[config.mk]
export PLATFORM = sky130hd
export DESIGN_NAME = hpmm_top
export DESIGN_NICKNAME = d
export VERILOG_FILES = /design/src/common/hpmm_pkg.sv /design/src/hpmm_hall_filter.sv /design/src/hpmm_top.sv
export VERILOG_INCLUDE_DIRS = /design/src /design/src/common
export SDC_FILE = /design/constraint.sdc
export NUM_CORES = 1
export LEC_CHECK = 0
export BUFFER_PORTS_ARGS = -buffer_cell sky130_fd_sc_hd__buf_2
export CAP_MARGIN = 10
export CORE_MARGIN = 4
export CORE_UTILIZATION = 53
export CTS_CLUSTER_DIAMETER = 50
export CTS_CLUSTER_SIZE = 40
export DETAILED_ROUTE_END_ITERATION = 10
export HOLD_SLACK_MARGIN = 0.02
export PLACE_DENSITY_LB_ADDON = 0.2
export SLEW_MARGIN = 0
export SYNTH_ARGS = -nofsm -noshare
export SYNTH_HDL_FRONTEND = slang
export SYNTH_HIERARCHICAL = 1
export SYNTH_SLANG_ARGS = --single-unit
export TNS_END_PERCENT = 5
[constraint.sdc]
create_clock -name CLK_SYS -period 2.15 [get_ports CLK_SYS]
set_input_delay 0.215 -clock CLK_SYS [delete_from_list [all_inputs] [get_ports CLK_SYS]]
set_output_delay 0.215 -clock CLK_SYS [all_outputs]
set_load 0.005 [all_outputs]
[src/common/hpmm_defs.svh]
// Address map, field positions, reset values and timing constants of the Hall pattern modulation block
`ifndef HPMM_DEFS_SVH
`define HPMM_DEFS_SVH

// Register byte addresses
`define HPMM_ADDR_MODCTL 16'hE8C0
`define HPMM_ADDR_SHADOW 16'hE8C4
`define HPMM_ADDR_ACTIVE 16'hE8C8
`define HPMM_ADDR_XFRCTL 16'hE8CC
`define HPMM_ADDR_STATUS 16'hE8D0

// Output modulation control fields
`define HPMM_MOD_TMRB_OE 15
`define HPMM_MOD_TMRB_EN_HI 13
`define HPMM_MOD_TMRB_EN_LO 8
`define HPMM_MOD_MCM_EN 7
`define HPMM_MOD_TMRA_EN_HI 5
`define HPMM_MOD_TMRA_EN_LO 0
`define HPMM_MOD_RST 16'h0000
`define HPMM_MOD_MASK 16'hBFBF

// Shadow and active pattern fields
`define HPMM_PAT_HALL_REQ 15
`define HPMM_PAT_OUT_REQ 14
`define HPMM_PAT_CUR_HI 13
`define HPMM_PAT_CUR_LO 11
`define HPMM_PAT_EXP_HI 10
`define HPMM_PAT_EXP_LO 8
`define HPMM_PAT_OUT_HI 5
`define HPMM_PAT_OUT_LO 0

// Transfer control fields
`define HPMM_XFR_TRIG_HI 2
`define HPMM_XFR_TRIG_LO 0
`define HPMM_XFR_SYNC_HI 5
`define HPMM_XFR_SYNC_LO 4
`define HPMM_XFR_FILT_EN 6
`define HPMM_XFR_RELOAD_HI 15
`define HPMM_XFR_RELOAD_LO 8
`define HPMM_XFR_RST 16'h0000

// Status fields
`define HPMM_STS_DONE 0
`define HPMM_STS_REMIND 1
`define HPMM_STS_HALL_HI 4
`define HPMM_STS_HALL_LO 2

// Dead-time counter fires when it reaches this value
`define HPMM_DTC_FIRE 8'h01

`endif

[src/common/hpmm_pkg.sv]
// Types shared by the Hall pattern modulation block
`default_nettype none
package hpmm_pkg;
  typedef logic [2:0] hpmm_hall_t;
  typedef logic [5:0] hpmm_outs_t;

  // Trigger event select codes
  typedef enum logic [2:0] {
    HPMM_TRIG_NONE = 3'h0,
    HPMM_TRIG_CHE = 3'h1,
    HPMM_TRIG_TMRB_PM = 3'h2,
    HPMM_TRIG_TMRA_OM_DN = 3'h3,
    HPMM_TRIG_TMRA_CH1_UP = 3'h4,
    HPMM_TRIG_TMRA_PM_UP = 3'h5,
    HPMM_TRIG_RSV6 = 3'h6,
    HPMM_TRIG_RSV7 = 3'h7
  } hpmm_trig_t;

  // Synchronisation event select codes
  typedef enum logic [1:0] {
    HPMM_SYNC_DIRECT = 2'h0,
    HPMM_SYNC_TMRB_ZM = 2'h1,
    HPMM_SYNC_TMRA_ZM_UP = 2'h2,
    HPMM_SYNC_RSV = 2'h3
  } hpmm_sync_t;
endpackage
`default_nettype wire

[src/hpmm_hall_filter.sv]
// Hall input synchroniser, edge detector and dead-time delay filter
`include "hpmm_defs.svh"
`default_nettype none
module hpmm_hall_filter (
  // Clock and reset
  input wire logic clk,
  input wire logic rst,
  // Hall inputs and configuration
  input wire logic [2:0] hall_in,
  input wire logic filter_en,
  input wire logic [7:0] reload,
  // Sampled pattern and compare-ready strobe
  output logic [2:0] sample,
  output logic compare_ready
);
  logic [2:0] sync1_ff, sync2_ff, prev_ff;
  logic [7:0] dtc_ff;
  logic edge_det;
  logic fire;

  // Two-stage synchroniser; first stage feeds only the second
  always_ff @(posedge clk) begin
    if (rst) begin
      sync1_ff <= 3'h0;
      sync2_ff <= 3'h0;
      prev_ff <= 3'h0;
    end else begin
      sync1_ff <= hall_in;
      sync2_ff <= sync1_ff;
      prev_ff <= sync2_ff;
    end
  end

  // Any level change on any input
  assign edge_det = |(sync2_ff ^ prev_ff);
  assign fire = filter_en ? (dtc_ff == `HPMM_DTC_FIRE) : edge_det;

  // Dead-time counter 0: each edge reloads, so bouncing pushes sampling out
  always_ff @(posedge clk) begin
    if (rst) begin
      dtc_ff <= 8'h00;
    end else if (edge_det && filter_en) begin
      dtc_ff <= (reload == 8'h00) ? `HPMM_DTC_FIRE : reload;
    end else if (dtc_ff != 8'h00) begin
      dtc_ff <= dtc_ff - 8'h01;
    end
  end

  // Sample inputs and strobe compare-ready when counter reaches one, or on each edge with the filter off
  always_ff @(posedge clk) begin
    if (rst) begin
      sample <= 3'h0;
      compare_ready <= 1'b0;
    end else begin
      compare_ready <= fire;
      if (fire) begin
        sample <= sync2_ff;
      end
    end
  end
endmodule // hpmm_hall_filter
`default_nettype wire

[src/hpmm_top.sv]
// Hall pattern compare, pattern shadow transfers and multi-channel output modulation
//
// Summary of operation
// Sync code 00 transfers directly on trigger
// Sync 01 timer_b zero, 10 timer_a zero-up
// Bit 15 low forces timer_b compare output
// Timer_b enables bits 13..8, timer_a 5..0
// Enable bits map ch2n,ch2,ch1n,ch1,ch0n,ch0
// Bit 7 enables multi-channel pattern modulation
// Active and shadow pattern registers kept
// Sample equals expected gives correct event
// Sample equals current is noise, no event
// Neither match gives wrong Hall event
// Correct event copies Hall shadows to active
// Output pattern moves only on transfer strobe
// Hall request bit forces immediate Hall copy
// Phase delay applies pattern on strobe, flags done
// Edge pulse on any Hall input change
// Software sets all channel modes to 1000
// Edge reloads and starts dead-time counter
// Counter at one strobes sampling and compare
// Multi-channel passes only pattern-enabled outputs
// Reminder set on event, cleared on transfer
// Trigger select codes 000 to 101 decoded
// Two-stage synchroniser on Hall inputs
//
// Our own choice: the APB slave port.
`include "hpmm_defs.svh"
`default_nettype none
module hpmm_top (
  // Clock and reset
  input wire logic CLK_SYS,
  input wire logic SYS_RST,
  // APB slave
  input wire logic PSEL,
  input wire logic PENABLE,
  input wire logic PWRITE,
  input wire logic [15:0] PADDR,
  input wire logic [31:0] PWDATA,
  output logic [31:0] PRDATA,
  output logic PREADY,
  output logic PSLVERR,
  // Hall sensor inputs
  input wire logic [2:0] HALL_INPUT,
  // Timer events, one-cycle pulses
  input wire logic TMRB_ZERO_MATCH,
  input wire logic TMRB_PERIOD_MATCH,
  input wire logic TMRA_ZERO_MATCH_UP,
  input wire logic TMRA_ONE_MATCH_DOWN,
  input wire logic TMRA_CH1_COMPARE_UP,
  input wire logic TMRA_PERIOD_MATCH_UP,
  // Timer PWM patterns per output, bit order ch2n,ch2,ch1n,ch1,ch0n,ch0
  input wire logic [5:0] TMRA_PWM,
  input wire logic [5:0] TMRB_PWM,
  input wire logic TMRB_COMPARE_RAW,
  // Modulated outputs toward the inverter
  output logic [5:0] OUTPUT_MOD,
  output logic TIMER_B_COMPARE_OUTPUT,
  // Event strobes
  output logic CORRECT_HALL_EVENT,
  output logic WRONG_HALL_EVENT,
  output logic PATTERN_TRANSFER_STROBE
);
  // Software-visible control registers
  logic [15:0] output_modulation_control_ff;
  logic [15:0] xfer_ctl_ff;
  // Active and shadow pattern registers
  hpmm_pkg::hpmm_hall_t current_hall_pattern_ff, expected_hall_pattern_ff;
  hpmm_pkg::hpmm_hall_t current_hall_shadow_ff, expected_hall_shadow_ff;
  hpmm_pkg::hpmm_outs_t output_pattern_ff, output_pattern_shadow_ff;
  // Transfer bookkeeping flags
  logic reminder_ff, nxt_reminder;
  logic transfer_done_flag_ff;
  // Filter results
  logic [2:0] hall_sample;
  logic compare_ready;
  // Bus decode and event selection
  logic wr_en, rd_setup, addr_ok;
  logic wr_mod, wr_shadow, wr_xfer, wr_status;
  logic hall_sw_req, out_sw_req;
  logic match_exp, match_cur;
  logic trig_event, sync_event, strobe;
  logic [31:0] nxt_prdata;
  hpmm_pkg::hpmm_trig_t trig_sel;
  hpmm_pkg::hpmm_sync_t sync_sel;

  // Output of one channel: timer sources, optionally gated by the pattern
  function automatic logic mod_out(input logic a_en, input logic a_pwm, input logic b_en,
                                   input logic b_pwm, input logic mcm_en, input logic pat);
    logic tmr;
    tmr = (a_en & a_pwm) | (b_en & b_pwm);
    // An output with no timer source enabled follows the pattern when multi-channel modulation is on, else stays low
    if (!(a_en | b_en)) begin
      tmr = mcm_en;
    end
    mod_out = tmr & (pat | ~mcm_en);
  endfunction

  // Address match against the implemented registers
  function automatic logic addr_hit(input logic [15:0] a);
    addr_hit = (a == `HPMM_ADDR_MODCTL) || (a == `HPMM_ADDR_SHADOW) || (a == `HPMM_ADDR_ACTIVE) ||
               (a == `HPMM_ADDR_XFRCTL) || (a == `HPMM_ADDR_STATUS);
  endfunction

  // Hall input conditioning and delayed sampling
  hpmm_hall_filter u_filter (
    .clk(CLK_SYS),
    .rst(SYS_RST),
    .hall_in(HALL_INPUT),
    .filter_en(xfer_ctl_ff[`HPMM_XFR_FILT_EN]),
    .reload(xfer_ctl_ff[`HPMM_XFR_RELOAD_HI:`HPMM_XFR_RELOAD_LO]),
    .sample(hall_sample),
    .compare_ready(compare_ready)
  );

  // APB decode; zero wait states, so every access completes in its first access cycle
  assign PREADY = 1'b1;
  assign addr_ok = addr_hit(PADDR);
  assign PSLVERR = PSEL & PENABLE & ~addr_ok;
  assign wr_en = PSEL & PENABLE & PWRITE & addr_ok;
  assign rd_setup = PSEL & ~PENABLE & ~PWRITE;
  assign wr_mod = wr_en && (PADDR == `HPMM_ADDR_MODCTL);
  assign wr_shadow = wr_en && (PADDR == `HPMM_ADDR_SHADOW);
  assign wr_xfer = wr_en && (PADDR == `HPMM_ADDR_XFRCTL);
  assign wr_status = wr_en && (PADDR == `HPMM_ADDR_STATUS);
  assign hall_sw_req = wr_shadow & PWDATA[`HPMM_PAT_HALL_REQ];
  assign out_sw_req = wr_shadow & PWDATA[`HPMM_PAT_OUT_REQ];

  // Select fields taken from transfer control; reserved codes decode to no action
  assign trig_sel = hpmm_pkg::hpmm_trig_t'(xfer_ctl_ff[`HPMM_XFR_TRIG_HI:`HPMM_XFR_TRIG_LO]);
  assign sync_sel = hpmm_pkg::hpmm_sync_t'(xfer_ctl_ff[`HPMM_XFR_SYNC_HI:`HPMM_XFR_SYNC_LO]);

  // Comparators, evaluated only on compare-ready; expected wins if both match
  // With the filter on, a spike that settles back to the current pattern is dropped without a trace
  assign match_exp = compare_ready && (hall_sample == expected_hall_pattern_ff);
  assign match_cur = compare_ready && (hall_sample == current_hall_pattern_ff);

  // Hall event strobes, registered one cycle after compare-ready
  always_ff @(posedge CLK_SYS) begin
    if (SYS_RST) begin
      CORRECT_HALL_EVENT <= 1'b0;
      WRONG_HALL_EVENT <= 1'b0;
    end else begin
      CORRECT_HALL_EVENT <= match_exp;
      WRONG_HALL_EVENT <= compare_ready & ~match_exp & ~match_cur;
    end
  end

  // Trigger event selection; reserved codes select nothing
  always_comb begin
    unique case (trig_sel)
      hpmm_pkg::HPMM_TRIG_NONE: trig_event = 1'b0;
      hpmm_pkg::HPMM_TRIG_CHE: trig_event = CORRECT_HALL_EVENT;
      hpmm_pkg::HPMM_TRIG_TMRB_PM: trig_event = TMRB_PERIOD_MATCH;
      hpmm_pkg::HPMM_TRIG_TMRA_OM_DN: trig_event = TMRA_ONE_MATCH_DOWN;
      hpmm_pkg::HPMM_TRIG_TMRA_CH1_UP: trig_event = TMRA_CH1_COMPARE_UP;
      hpmm_pkg::HPMM_TRIG_TMRA_PM_UP: trig_event = TMRA_PERIOD_MATCH_UP;
      hpmm_pkg::HPMM_TRIG_RSV6: trig_event = 1'b0;
      hpmm_pkg::HPMM_TRIG_RSV7: trig_event = 1'b0;
    endcase
  end

  // Synchronisation event; in direct mode the trigger itself transfers
  always_comb begin
    unique case (sync_sel)
      hpmm_pkg::HPMM_SYNC_DIRECT: sync_event = trig_event;
      hpmm_pkg::HPMM_SYNC_TMRB_ZM: sync_event = reminder_ff & TMRB_ZERO_MATCH;
      hpmm_pkg::HPMM_SYNC_TMRA_ZM_UP: sync_event = reminder_ff & TMRA_ZERO_MATCH_UP;
      hpmm_pkg::HPMM_SYNC_RSV: sync_event = 1'b0;
    endcase
  end

  // Pattern transfer strobe: hardware sync event or software request
  assign strobe = sync_event | out_sw_req;
  assign PATTERN_TRANSFER_STROBE = strobe;

  // Reminder: a new trigger in the transfer cycle stays pending, set beats clear
  // With sync code 11 no transfer ever comes, so the reminder waits for a software request
  always_comb begin
    nxt_reminder = reminder_ff & ~strobe;
    if (trig_event && (sync_sel != hpmm_pkg::HPMM_SYNC_DIRECT) && !(reminder_ff && sync_event)) begin
      nxt_reminder = 1'b1;
    end
    if (trig_event && reminder_ff && sync_event) begin
      nxt_reminder = 1'b1;
    end
  end

  // Reminder register
  always_ff @(posedge CLK_SYS) begin
    if (SYS_RST) begin
      reminder_ff <= 1'b0;
    end else begin
      reminder_ff <= nxt_reminder;
    end
  end

  // Transfer-done flag: set by strobe, cleared by writing one; set wins
  always_ff @(posedge CLK_SYS) begin
    if (SYS_RST) begin
      transfer_done_flag_ff <= 1'b0;
    end else if (strobe) begin
      transfer_done_flag_ff <= 1'b1;
    end else if (wr_status && PWDATA[`HPMM_STS_DONE]) begin
      transfer_done_flag_ff <= 1'b0;
    end
  end

  // Shadow pattern register, software writable
  always_ff @(posedge CLK_SYS) begin
    if (SYS_RST) begin
      current_hall_shadow_ff <= 3'h0;
      expected_hall_shadow_ff <= 3'h0;
      output_pattern_shadow_ff <= 6'h00;
    end else if (wr_shadow) begin
      current_hall_shadow_ff <= PWDATA[`HPMM_PAT_CUR_HI:`HPMM_PAT_CUR_LO];
      expected_hall_shadow_ff <= PWDATA[`HPMM_PAT_EXP_HI:`HPMM_PAT_EXP_LO];
      output_pattern_shadow_ff <= PWDATA[`HPMM_PAT_OUT_HI:`HPMM_PAT_OUT_LO];
    end
  end

  // Active Hall patterns; a software request copies the value being written
  always_ff @(posedge CLK_SYS) begin
    if (SYS_RST) begin
      current_hall_pattern_ff <= 3'h0;
      expected_hall_pattern_ff <= 3'h0;
    end else if (hall_sw_req) begin
      current_hall_pattern_ff <= PWDATA[`HPMM_PAT_CUR_HI:`HPMM_PAT_CUR_LO];
      expected_hall_pattern_ff <= PWDATA[`HPMM_PAT_EXP_HI:`HPMM_PAT_EXP_LO];
    end else if (CORRECT_HALL_EVENT) begin
      current_hall_pattern_ff <= current_hall_shadow_ff;
      expected_hall_pattern_ff <= expected_hall_shadow_ff;
    end
  end

  // Active output pattern moves only on the transfer strobe
  always_ff @(posedge CLK_SYS) begin
    if (SYS_RST) begin
      output_pattern_ff <= 6'h00;
    end else if (out_sw_req) begin
      output_pattern_ff <= PWDATA[`HPMM_PAT_OUT_HI:`HPMM_PAT_OUT_LO];
    end else if (sync_event) begin
      output_pattern_ff <= output_pattern_shadow_ff;
    end
  end

  // Modulation control register
  always_ff @(posedge CLK_SYS) begin
    if (SYS_RST) begin
      output_modulation_control_ff <= `HPMM_MOD_RST;
    end else if (wr_mod) begin
      output_modulation_control_ff <= PWDATA[15:0] & `HPMM_MOD_MASK;
    end
  end

  // Transfer control; unused bits 7 and 3 are kept at zero
  always_ff @(posedge CLK_SYS) begin
    if (SYS_RST) begin
      xfer_ctl_ff <= `HPMM_XFR_RST;
    end else if (wr_xfer) begin
      xfer_ctl_ff <= {PWDATA[15:8], 1'b0, PWDATA[6:4], 1'b0, PWDATA[2:0]};
    end
  end

  // Output stage; registered so the inverter never sees decode glitches
  always_ff @(posedge CLK_SYS) begin
    if (SYS_RST) begin
      OUTPUT_MOD <= 6'h00;
      TIMER_B_COMPARE_OUTPUT <= 1'b0;
    end else begin
      for (int i = 0; i < 6; i++) begin
        OUTPUT_MOD[i] <= mod_out(output_modulation_control_ff[`HPMM_MOD_TMRA_EN_LO + i], TMRA_PWM[i],
                                 output_modulation_control_ff[`HPMM_MOD_TMRB_EN_LO + i], TMRB_PWM[i],
                                 output_modulation_control_ff[`HPMM_MOD_MCM_EN], output_pattern_ff[i]);
      end
      TIMER_B_COMPARE_OUTPUT <= output_modulation_control_ff[`HPMM_MOD_TMRB_OE] & TMRB_COMPARE_RAW;
    end
  end

  // Read mux; request bits read as zero
  always_comb begin
    nxt_prdata = 32'h0000_0000;
    unique case (PADDR)
      `HPMM_ADDR_MODCTL: nxt_prdata[15:0] = output_modulation_control_ff;
      `HPMM_ADDR_SHADOW: nxt_prdata[13:0] = {current_hall_shadow_ff, expected_hall_shadow_ff,
                                             2'h0, output_pattern_shadow_ff};
      `HPMM_ADDR_ACTIVE: nxt_prdata[13:0] = {current_hall_pattern_ff, expected_hall_pattern_ff,
                                             2'h0, output_pattern_ff};
      `HPMM_ADDR_XFRCTL: nxt_prdata[15:0] = xfer_ctl_ff;
      `HPMM_ADDR_STATUS: nxt_prdata[4:0] = {hall_sample, reminder_ff, transfer_done_flag_ff};
      default: nxt_prdata = 32'h0000_0000;
    endcase
  end

  // Read data captured in the setup cycle, stable through the access cycle
  // Reads never touch a flag; the done flag clears only by writing one
  always_ff @(posedge CLK_SYS) begin
    if (SYS_RST) begin
      PRDATA <= 32'h0000_0000;
    end else if (rd_setup) begin
      PRDATA <= nxt_prdata;
    end
  end
endmodule // hpmm_top
`default_nettype wire

# ---- After elaboration in Yosys (flattened, before gate mapping)
# Index checks and enable logic that the tools add are counted.
dict set report word_totals {
  reg_bits 100
  inputBits 75
  output_inout_bits 44
  elab_cells 159
}
dict set report classes {
  n_addsub 1
  n_eq_ne 18
  n_mux 31
  bitwise 59
  n_reduce_logical 29
}
# cell n
set op_table {}
lappend op_table {{16-bit equality test, second input constant} 5}
lappend op_table {{9-bit case mux with 4 select lines} 1}
lappend op_table {{1-bit AND} 32}
lappend op_table {{5-bit case mux with 5 select lines} 1}
lappend op_table {{8-bit 2-to-1 mux} 3}
lappend op_table {{1-bit bitwise OR} 19}
lappend op_table {{1-bit 2-to-1 mux} 17}
lappend op_table {{1-bit logical AND} 13}
lappend op_table {{3-bit equality test, second input constant} 4}
lappend op_table {{3-bit 2-to-1 mux} 4}
lappend op_table {{6-bit 2-to-1 mux} 2}
lappend op_table {{2-bit nonzero test} 5}
lappend op_table {{8-bit by 1-bit equality test with 1-bit output, second input constant} 1}
lappend op_table {{8-bit zero test} 1}
lappend op_table {{8-bit nonzero test} 1}
lappend op_table {{8-bit by 1-bit subtractor with 8-bit output, second input constant} 1}
lappend op_table {{1-bit NOT} 7}
lappend op_table {{3-bit by 2-bit equality test with 1-bit output, second input constant} 2}
lappend op_table {{3-bit equality test} 2}
lappend op_table {{1-bit case mux with 6 select lines} 1}
lappend op_table {{3-bit OR reduction} 2}
lappend op_table {{2-bit equality test, second input constant} 2}
lappend op_table {{1-bit logical OR} 4}
lappend op_table {{1-bit case mux with 4 select lines} 1}
lappend op_table {{other kinds (7)} 7}

# ---- Logic depth before layout (Yosys ltp)
dict set report logic_depth {
  ltp_word 13
  ltp_mapped 8
  depth_no_buf 7
}

# ---- Cells and area by module
# The synthesis kept the hierarchy.
# mod n_inst cells_per_inst area_per_inst_um2 seq_area_each_um2
set by_module_without_submodules {}
lappend by_module_without_submodules {hpmm_top 1 429 3786.1 1581.5}
lappend by_module_without_submodules {hpmm_hall_filter 1 86 930.9 420.4}

# ---- Worst setup path before layout
# No wires, ideal clock.
dict set report synth_timing {
  path_kind {input to register}
  startpoint {in PADDR[9]}
  endpoint {reg xfer_ctl_ff[0]}
  setup_ps 128
  t_arrival_ps 1863
  required_time_ps 2022
  path_slack_ps 159
  cell_stages 8
  n_path_buf 3
  path_cell_list {or4b_1 > buf_2 > nor4_4 > nand2b_1 > buf_2 > buf_6 > mux2i_1 > nor2_1}
}
dict set report synth_between {
  elab_chain_cells 7
  word_cells_on_any_way 11
  cone_classes {eq/ne (5); bitwise (1); reduce/logical (5)}
}
# item line
set synth_lines {}
lappend synth_lines {{from (decl)} hpmm_top.sv:38} ;# input wire logic [15:0] PADDR,
lappend synth_lines {{16-bit equality test} --}
lappend synth_lines {{1-bit logical OR (4 in a row)} hpmm_top.sv:101} ;# addr_hit = (a == `HPMM_ADDR_MODCTL) || (a == `HPMM_ADDR_SHADOW) || (a == `HPMM_ADDR_ACTIVE) ||
lappend synth_lines {{1-bit AND} hpmm_top.sv:120} ;# assign wr_en = PSEL & PENABLE & PWRITE & addr_ok;
lappend synth_lines {{1-bit logical AND (*)} hpmm_top.sv:124} ;# assign wr_xfer = wr_en && (PADDR == `HPMM_ADDR_XFRCTL);
lappend synth_lines {{to (signal assigned)} hpmm_top.sv:259} ;# xfer_ctl_ff <= `HPMM_XFR_RST;
lappend synth_lines {{to (signal assigned)} hpmm_top.sv:261} ;# xfer_ctl_ff <= {PWDATA[15:8], 1'b0, PWDATA[6:4], 1'b0, PWDATA[2:0]};
lappend synth_lines {{to (decl)} hpmm_top.sv:66} ;# logic [15:0] xfer_ctl_ff;
# Every way passes the cells marked *; elsewhere a longest branch is shown, timed or not.
# A chain may end at the register's enable or synchronous reset.

# ---- Worst setup path in the final report
dict set report layout_timing {
  startpoint {reg xfer_ctl_ff[4]}
  endpoint {out PATTERN_TRANSFER_STROBE}
}
dict set report layout_between {
  elab_chain_cells 3
  word_cells_on_any_way 6
  cone_classes {eq/ne (3); mux (1); bitwise (1); reduce/logical (1)}
}
# item line
set layout_lines {}
lappend layout_lines {{2-bit equality test, or another cell as far along} hpmm_top.sv:165} ;# unique case (sync_sel)
lappend layout_lines {{1-bit case mux with 4 select lines (*)} hpmm_top.sv:165}
lappend layout_lines {{1-bit bitwise OR (*)} hpmm_top.sv:174} ;# assign strobe = sync_event | out_sw_req;
lappend layout_lines {{to (decl)} hpmm_top.sv:62} ;# output logic PATTERN_TRANSFER_STROBE
# Marked as above.

==> results.json <==
{
  "vias": 4196,
  "final.fill_count": 763,
  "drt_pre_antenna_iters": 5,
  "syn_area_sq_um": 4717,
  "portBuffers": 85,
  "hp-class": "input port to flop",
  "synth_cell_types": 51,
  "nets": 694,
  "synth_common_cells": "dfxtp_1, nor2_1, nand2_1, mux2i_1, a21oi_1",
  "clkPwrFrac": 0.309,
  "initial_utilization": 0.5435,
  "cp-start-kind": "flop",
  "final_util": 0.6387,
  "clock_latency_ns": 0.36,
  "peakVddDrop_v": 0.0003334,
  "grtUsageTotal": 0.2458,
  "postSynthCellCount": 515,
  "synth_edf_count": 0,
  "antenna_found_initial": 0,
  "drtIter0Drc": 249,
  "r2r_cells": 9,
  "layout-drive-gt1-share": 0.2468,
  "grt_first_pass_wirelength_mm": 20.05,
  "timing.rr.start": "xfer_ctl_ff[4]$_SDFFE_PP0P_",
  "io_pins": 119,
  "fin_cells": 724,
  "cts_tree": "done",
  "die_h_um": 102.3,
  "dp_slack_ns": -0.1431,
  "num_rows": 34,
  "ff_latch_area_sq_um": 2002,
  "hold-path-endpoint": "TIMER_B_COMPARE_OUTPUT$_SDFF_PP0_",
  "end_kind": "output pin",
  "synth_top_area_cell": "dfxtp_1",
  "synthFlopType": "dfxtp_1",
  "max_cap_violations": 0,
  "cts_hold_buf": 0,
  "die_x_um": 102.3,
  "grt_max_degree": 37,
  "cts_buffer_depth": 2,
  "ys_warn_count": 6,
  "area_delta_synth_final_pct": 17.51,
  "dpl.hpwl_mm": 9.288,
  "skew_ns": 0.008068,
  "seqPwrFrac": 0.522,
  "period_needed_ns": 2.026,
  "cts.sinks": 100,
  "r2r_slack_ns": 0.26,
  "synth_top_area_share": 0.4244,
  "status": "finished, final reports clean",
  "final_antenna_net_count": 0,
  "synth.avg_cell_area_sq_um": 9.159,
  "slew_viol_final": 0,
  "power_density_nw_per_um2": 697.5,
  "slew_headroom": 0.5518,
  "place_congestion": 0.8468,
  "hold_viol": 0,
  "min_period_over_period": 0.9423,
  "n_antenna_cell": 0,
  "async_reset_ff_frac": 0,
  "p_leak_uw": 0.002466,
  "coreArea_sq_um": 8678,
  "clkTransAtPathRegs_ns": 0.09,
  "placed_cells": 709,
  "wl_mm": 12.84,
  "synth.area.top_cells": "dfxtp_1, mux2i_1, nor2_1, nand2_1, a22oi_1",
  "grt_pass1_vias": 4106,
  "reg2reg_to": "output_pattern_ff[1]$_SDFFE_PP0P_",
  "p_int_uw": 2797,
  "grt-ovfl-total": 0,
  "setup_slack_ns": 0.1241,
  "multiInputGateArea_sq_um": 2492,
  "wire_per_inst_um": 17.74,
  "synth.most_common_cell": "dfxtp_1",
  "ys_seq_area_frac": 0.4244,
  "worst_pin_slew_ns": 0.6723,
  "p_comb_frac": 0.169,
  "worstPathArrival_ns": 1.81,
  "setup_viol": 0,
  "switchingPower_uw": 1068,
  "sw_frac_of_total": 0.2764,
  "min_delay_path_depth": 3,
  "max_clock_freq_ghz": 0.4936,
  "dieArea_sq_um": 10470,
  "cts_max_level": 3,
  "via_per_inst": 5.796,
  "hold_start": "TMRB_COMPARE_RAW",
  "ys_ff_latch": 100,
  "cts_root_buf": "clkbuf_8",
  "path_max_fanout": 3,
  "drc": 0,
  "cp.required_ns": 1.93,
  "cts_buffers": 9,
  "path_class": "flop to output pin"
}
-- per-layer routing --
layer	wire (um)	up-vias	global-route usage
met5	0	-	0
met4	342	0	0.1009
met3	801	33	0.03618
met2	6437	160	0.4298
met1	5263	2005	0.3022
li1	-	1998	-
-- worst max-delay path, stage by stage (launching register included) --
cell and delay [ns]:
dfxtp_1 0.40, inv_1 0.11, ha_1 0.22, mux2i_1 0.18, nor3_1 0.07, a41oi_1 0.16, buf_4 0.14, nand2_1 0.04
buf_2 0.13
-- worst max path at each step --
stage	start	to	slack [ns]	depth (start not counted)
3_5_place_dp	PADDR[9]	output_pattern_ff[1]$_SDFFE_PP0P_	-0.14	6
4_1_cts	xfer_ctl_ff[4]$_SDFFE_PP0P_	PATTERN_TRANSFER_STROBE	0.11	8
6_report	xfer_ctl_ff[4]$_SDFFE_PP0P_	PATTERN_TRANSFER_STROBE	0.12	8
5_1_grt	PADDR[9]	PATTERN_TRANSFER_STROBE	-0.008	6
2_1_floorplan	PADDR[9]	xfer_ctl_ff[0]$_SDFFE_PP0P_	0.16	8
3_3_place_gp	PADDR[9]	output_pattern_ff[1]$_SDFFE_PP0P_	-0.05	6
-- final cells by class --
class | count | share of cell area
multi-input combinational | 375 | 0.4497
sequential | 100 | 0.3612
timing repair buffer | 116 | 0.1233
clock buffer | 10 | 0.02483
tap | 108 | 0.02438
clock inverter | 4 | 0.009255
inverter | 11 | 0.007449
-- state kept, by name, indices dropped and copies added, names as in the netlist, 6 cells and up --
register and count:
PRDATA 16, output_modulation_control_ff 14, xfer_ctl_ff 14, u_filter/dtc_ff 8, OUTPUT_MOD 6, output_pattern_ff 6
output_pattern_shadow_ff 6
-- power by group through the flow --
stage / combinational, uW / clock, uW / sequential (uW)
2_1_floorplan: 510 / 0 / 2040
5_1_grt: 732 / 1270 / 2030
6_report: 652 / 1190 / 2020
3_3_place_gp: 613 / 0 / 2060
4_1_cts: 655 / 1200 / 2020
3_5_place_dp: 651 / 0 / 2060
-- stage by stage --
stage	total power (uW)	setup TNS [ns]	hold WS (ns)	area [sq um]
finish	3866	0	0.07932	5543
floorplan	2553	0	0.2960	4773
global placement	2673	-0.4901	0.4234	5341
detailed placement	2715	-1.476	0.4314	5341
CTS	3878	0	0.06852	5538
global route	4031	-0.008414	0.08644	5543
-- cell usage in the layout, fill, tap and decap left out, types with 12 or more instances in the layout --
cell type,netlist,final
a21oi_1,24,24
a221oi_1,12,12
a22oi_1,21,21
buf_2,8,85
buf_4,19,29
conb_1,2,17
dfxtp_1,100,100
mux2i_1,40,40
nand2_1,44,44
nand3_1,23,22
nor2_1,62,62
nor2b_1,16,16
-- what timing repair did --
action | in CTS | in global routing
resized for setup | 0 | 1
setup endpoints to repair | 1 | 1
buffers inserted | 1 | 0
pin swaps | 0 | 0
gates cloned | 0 | 0
-- cells by family (layout without fill, tap and decap cells) --
kind of cell,Yosys count,in the layout,synth area share
AND/OR/NAND/NOR,192,192,0.2040
multiplexers,50,50,0.1088
AO/OA/AOI/OAI,94,94,0.1515
flip-flops,100,100,0.4244
adder cells (fa/ha/maj),6,6,0.01591
other,2,17,0.001592
XOR/XNOR,16,16,0.02971
buffers and inverters,55,141,0.06419
Note: power is estimated with default switching activity, not from simulation.
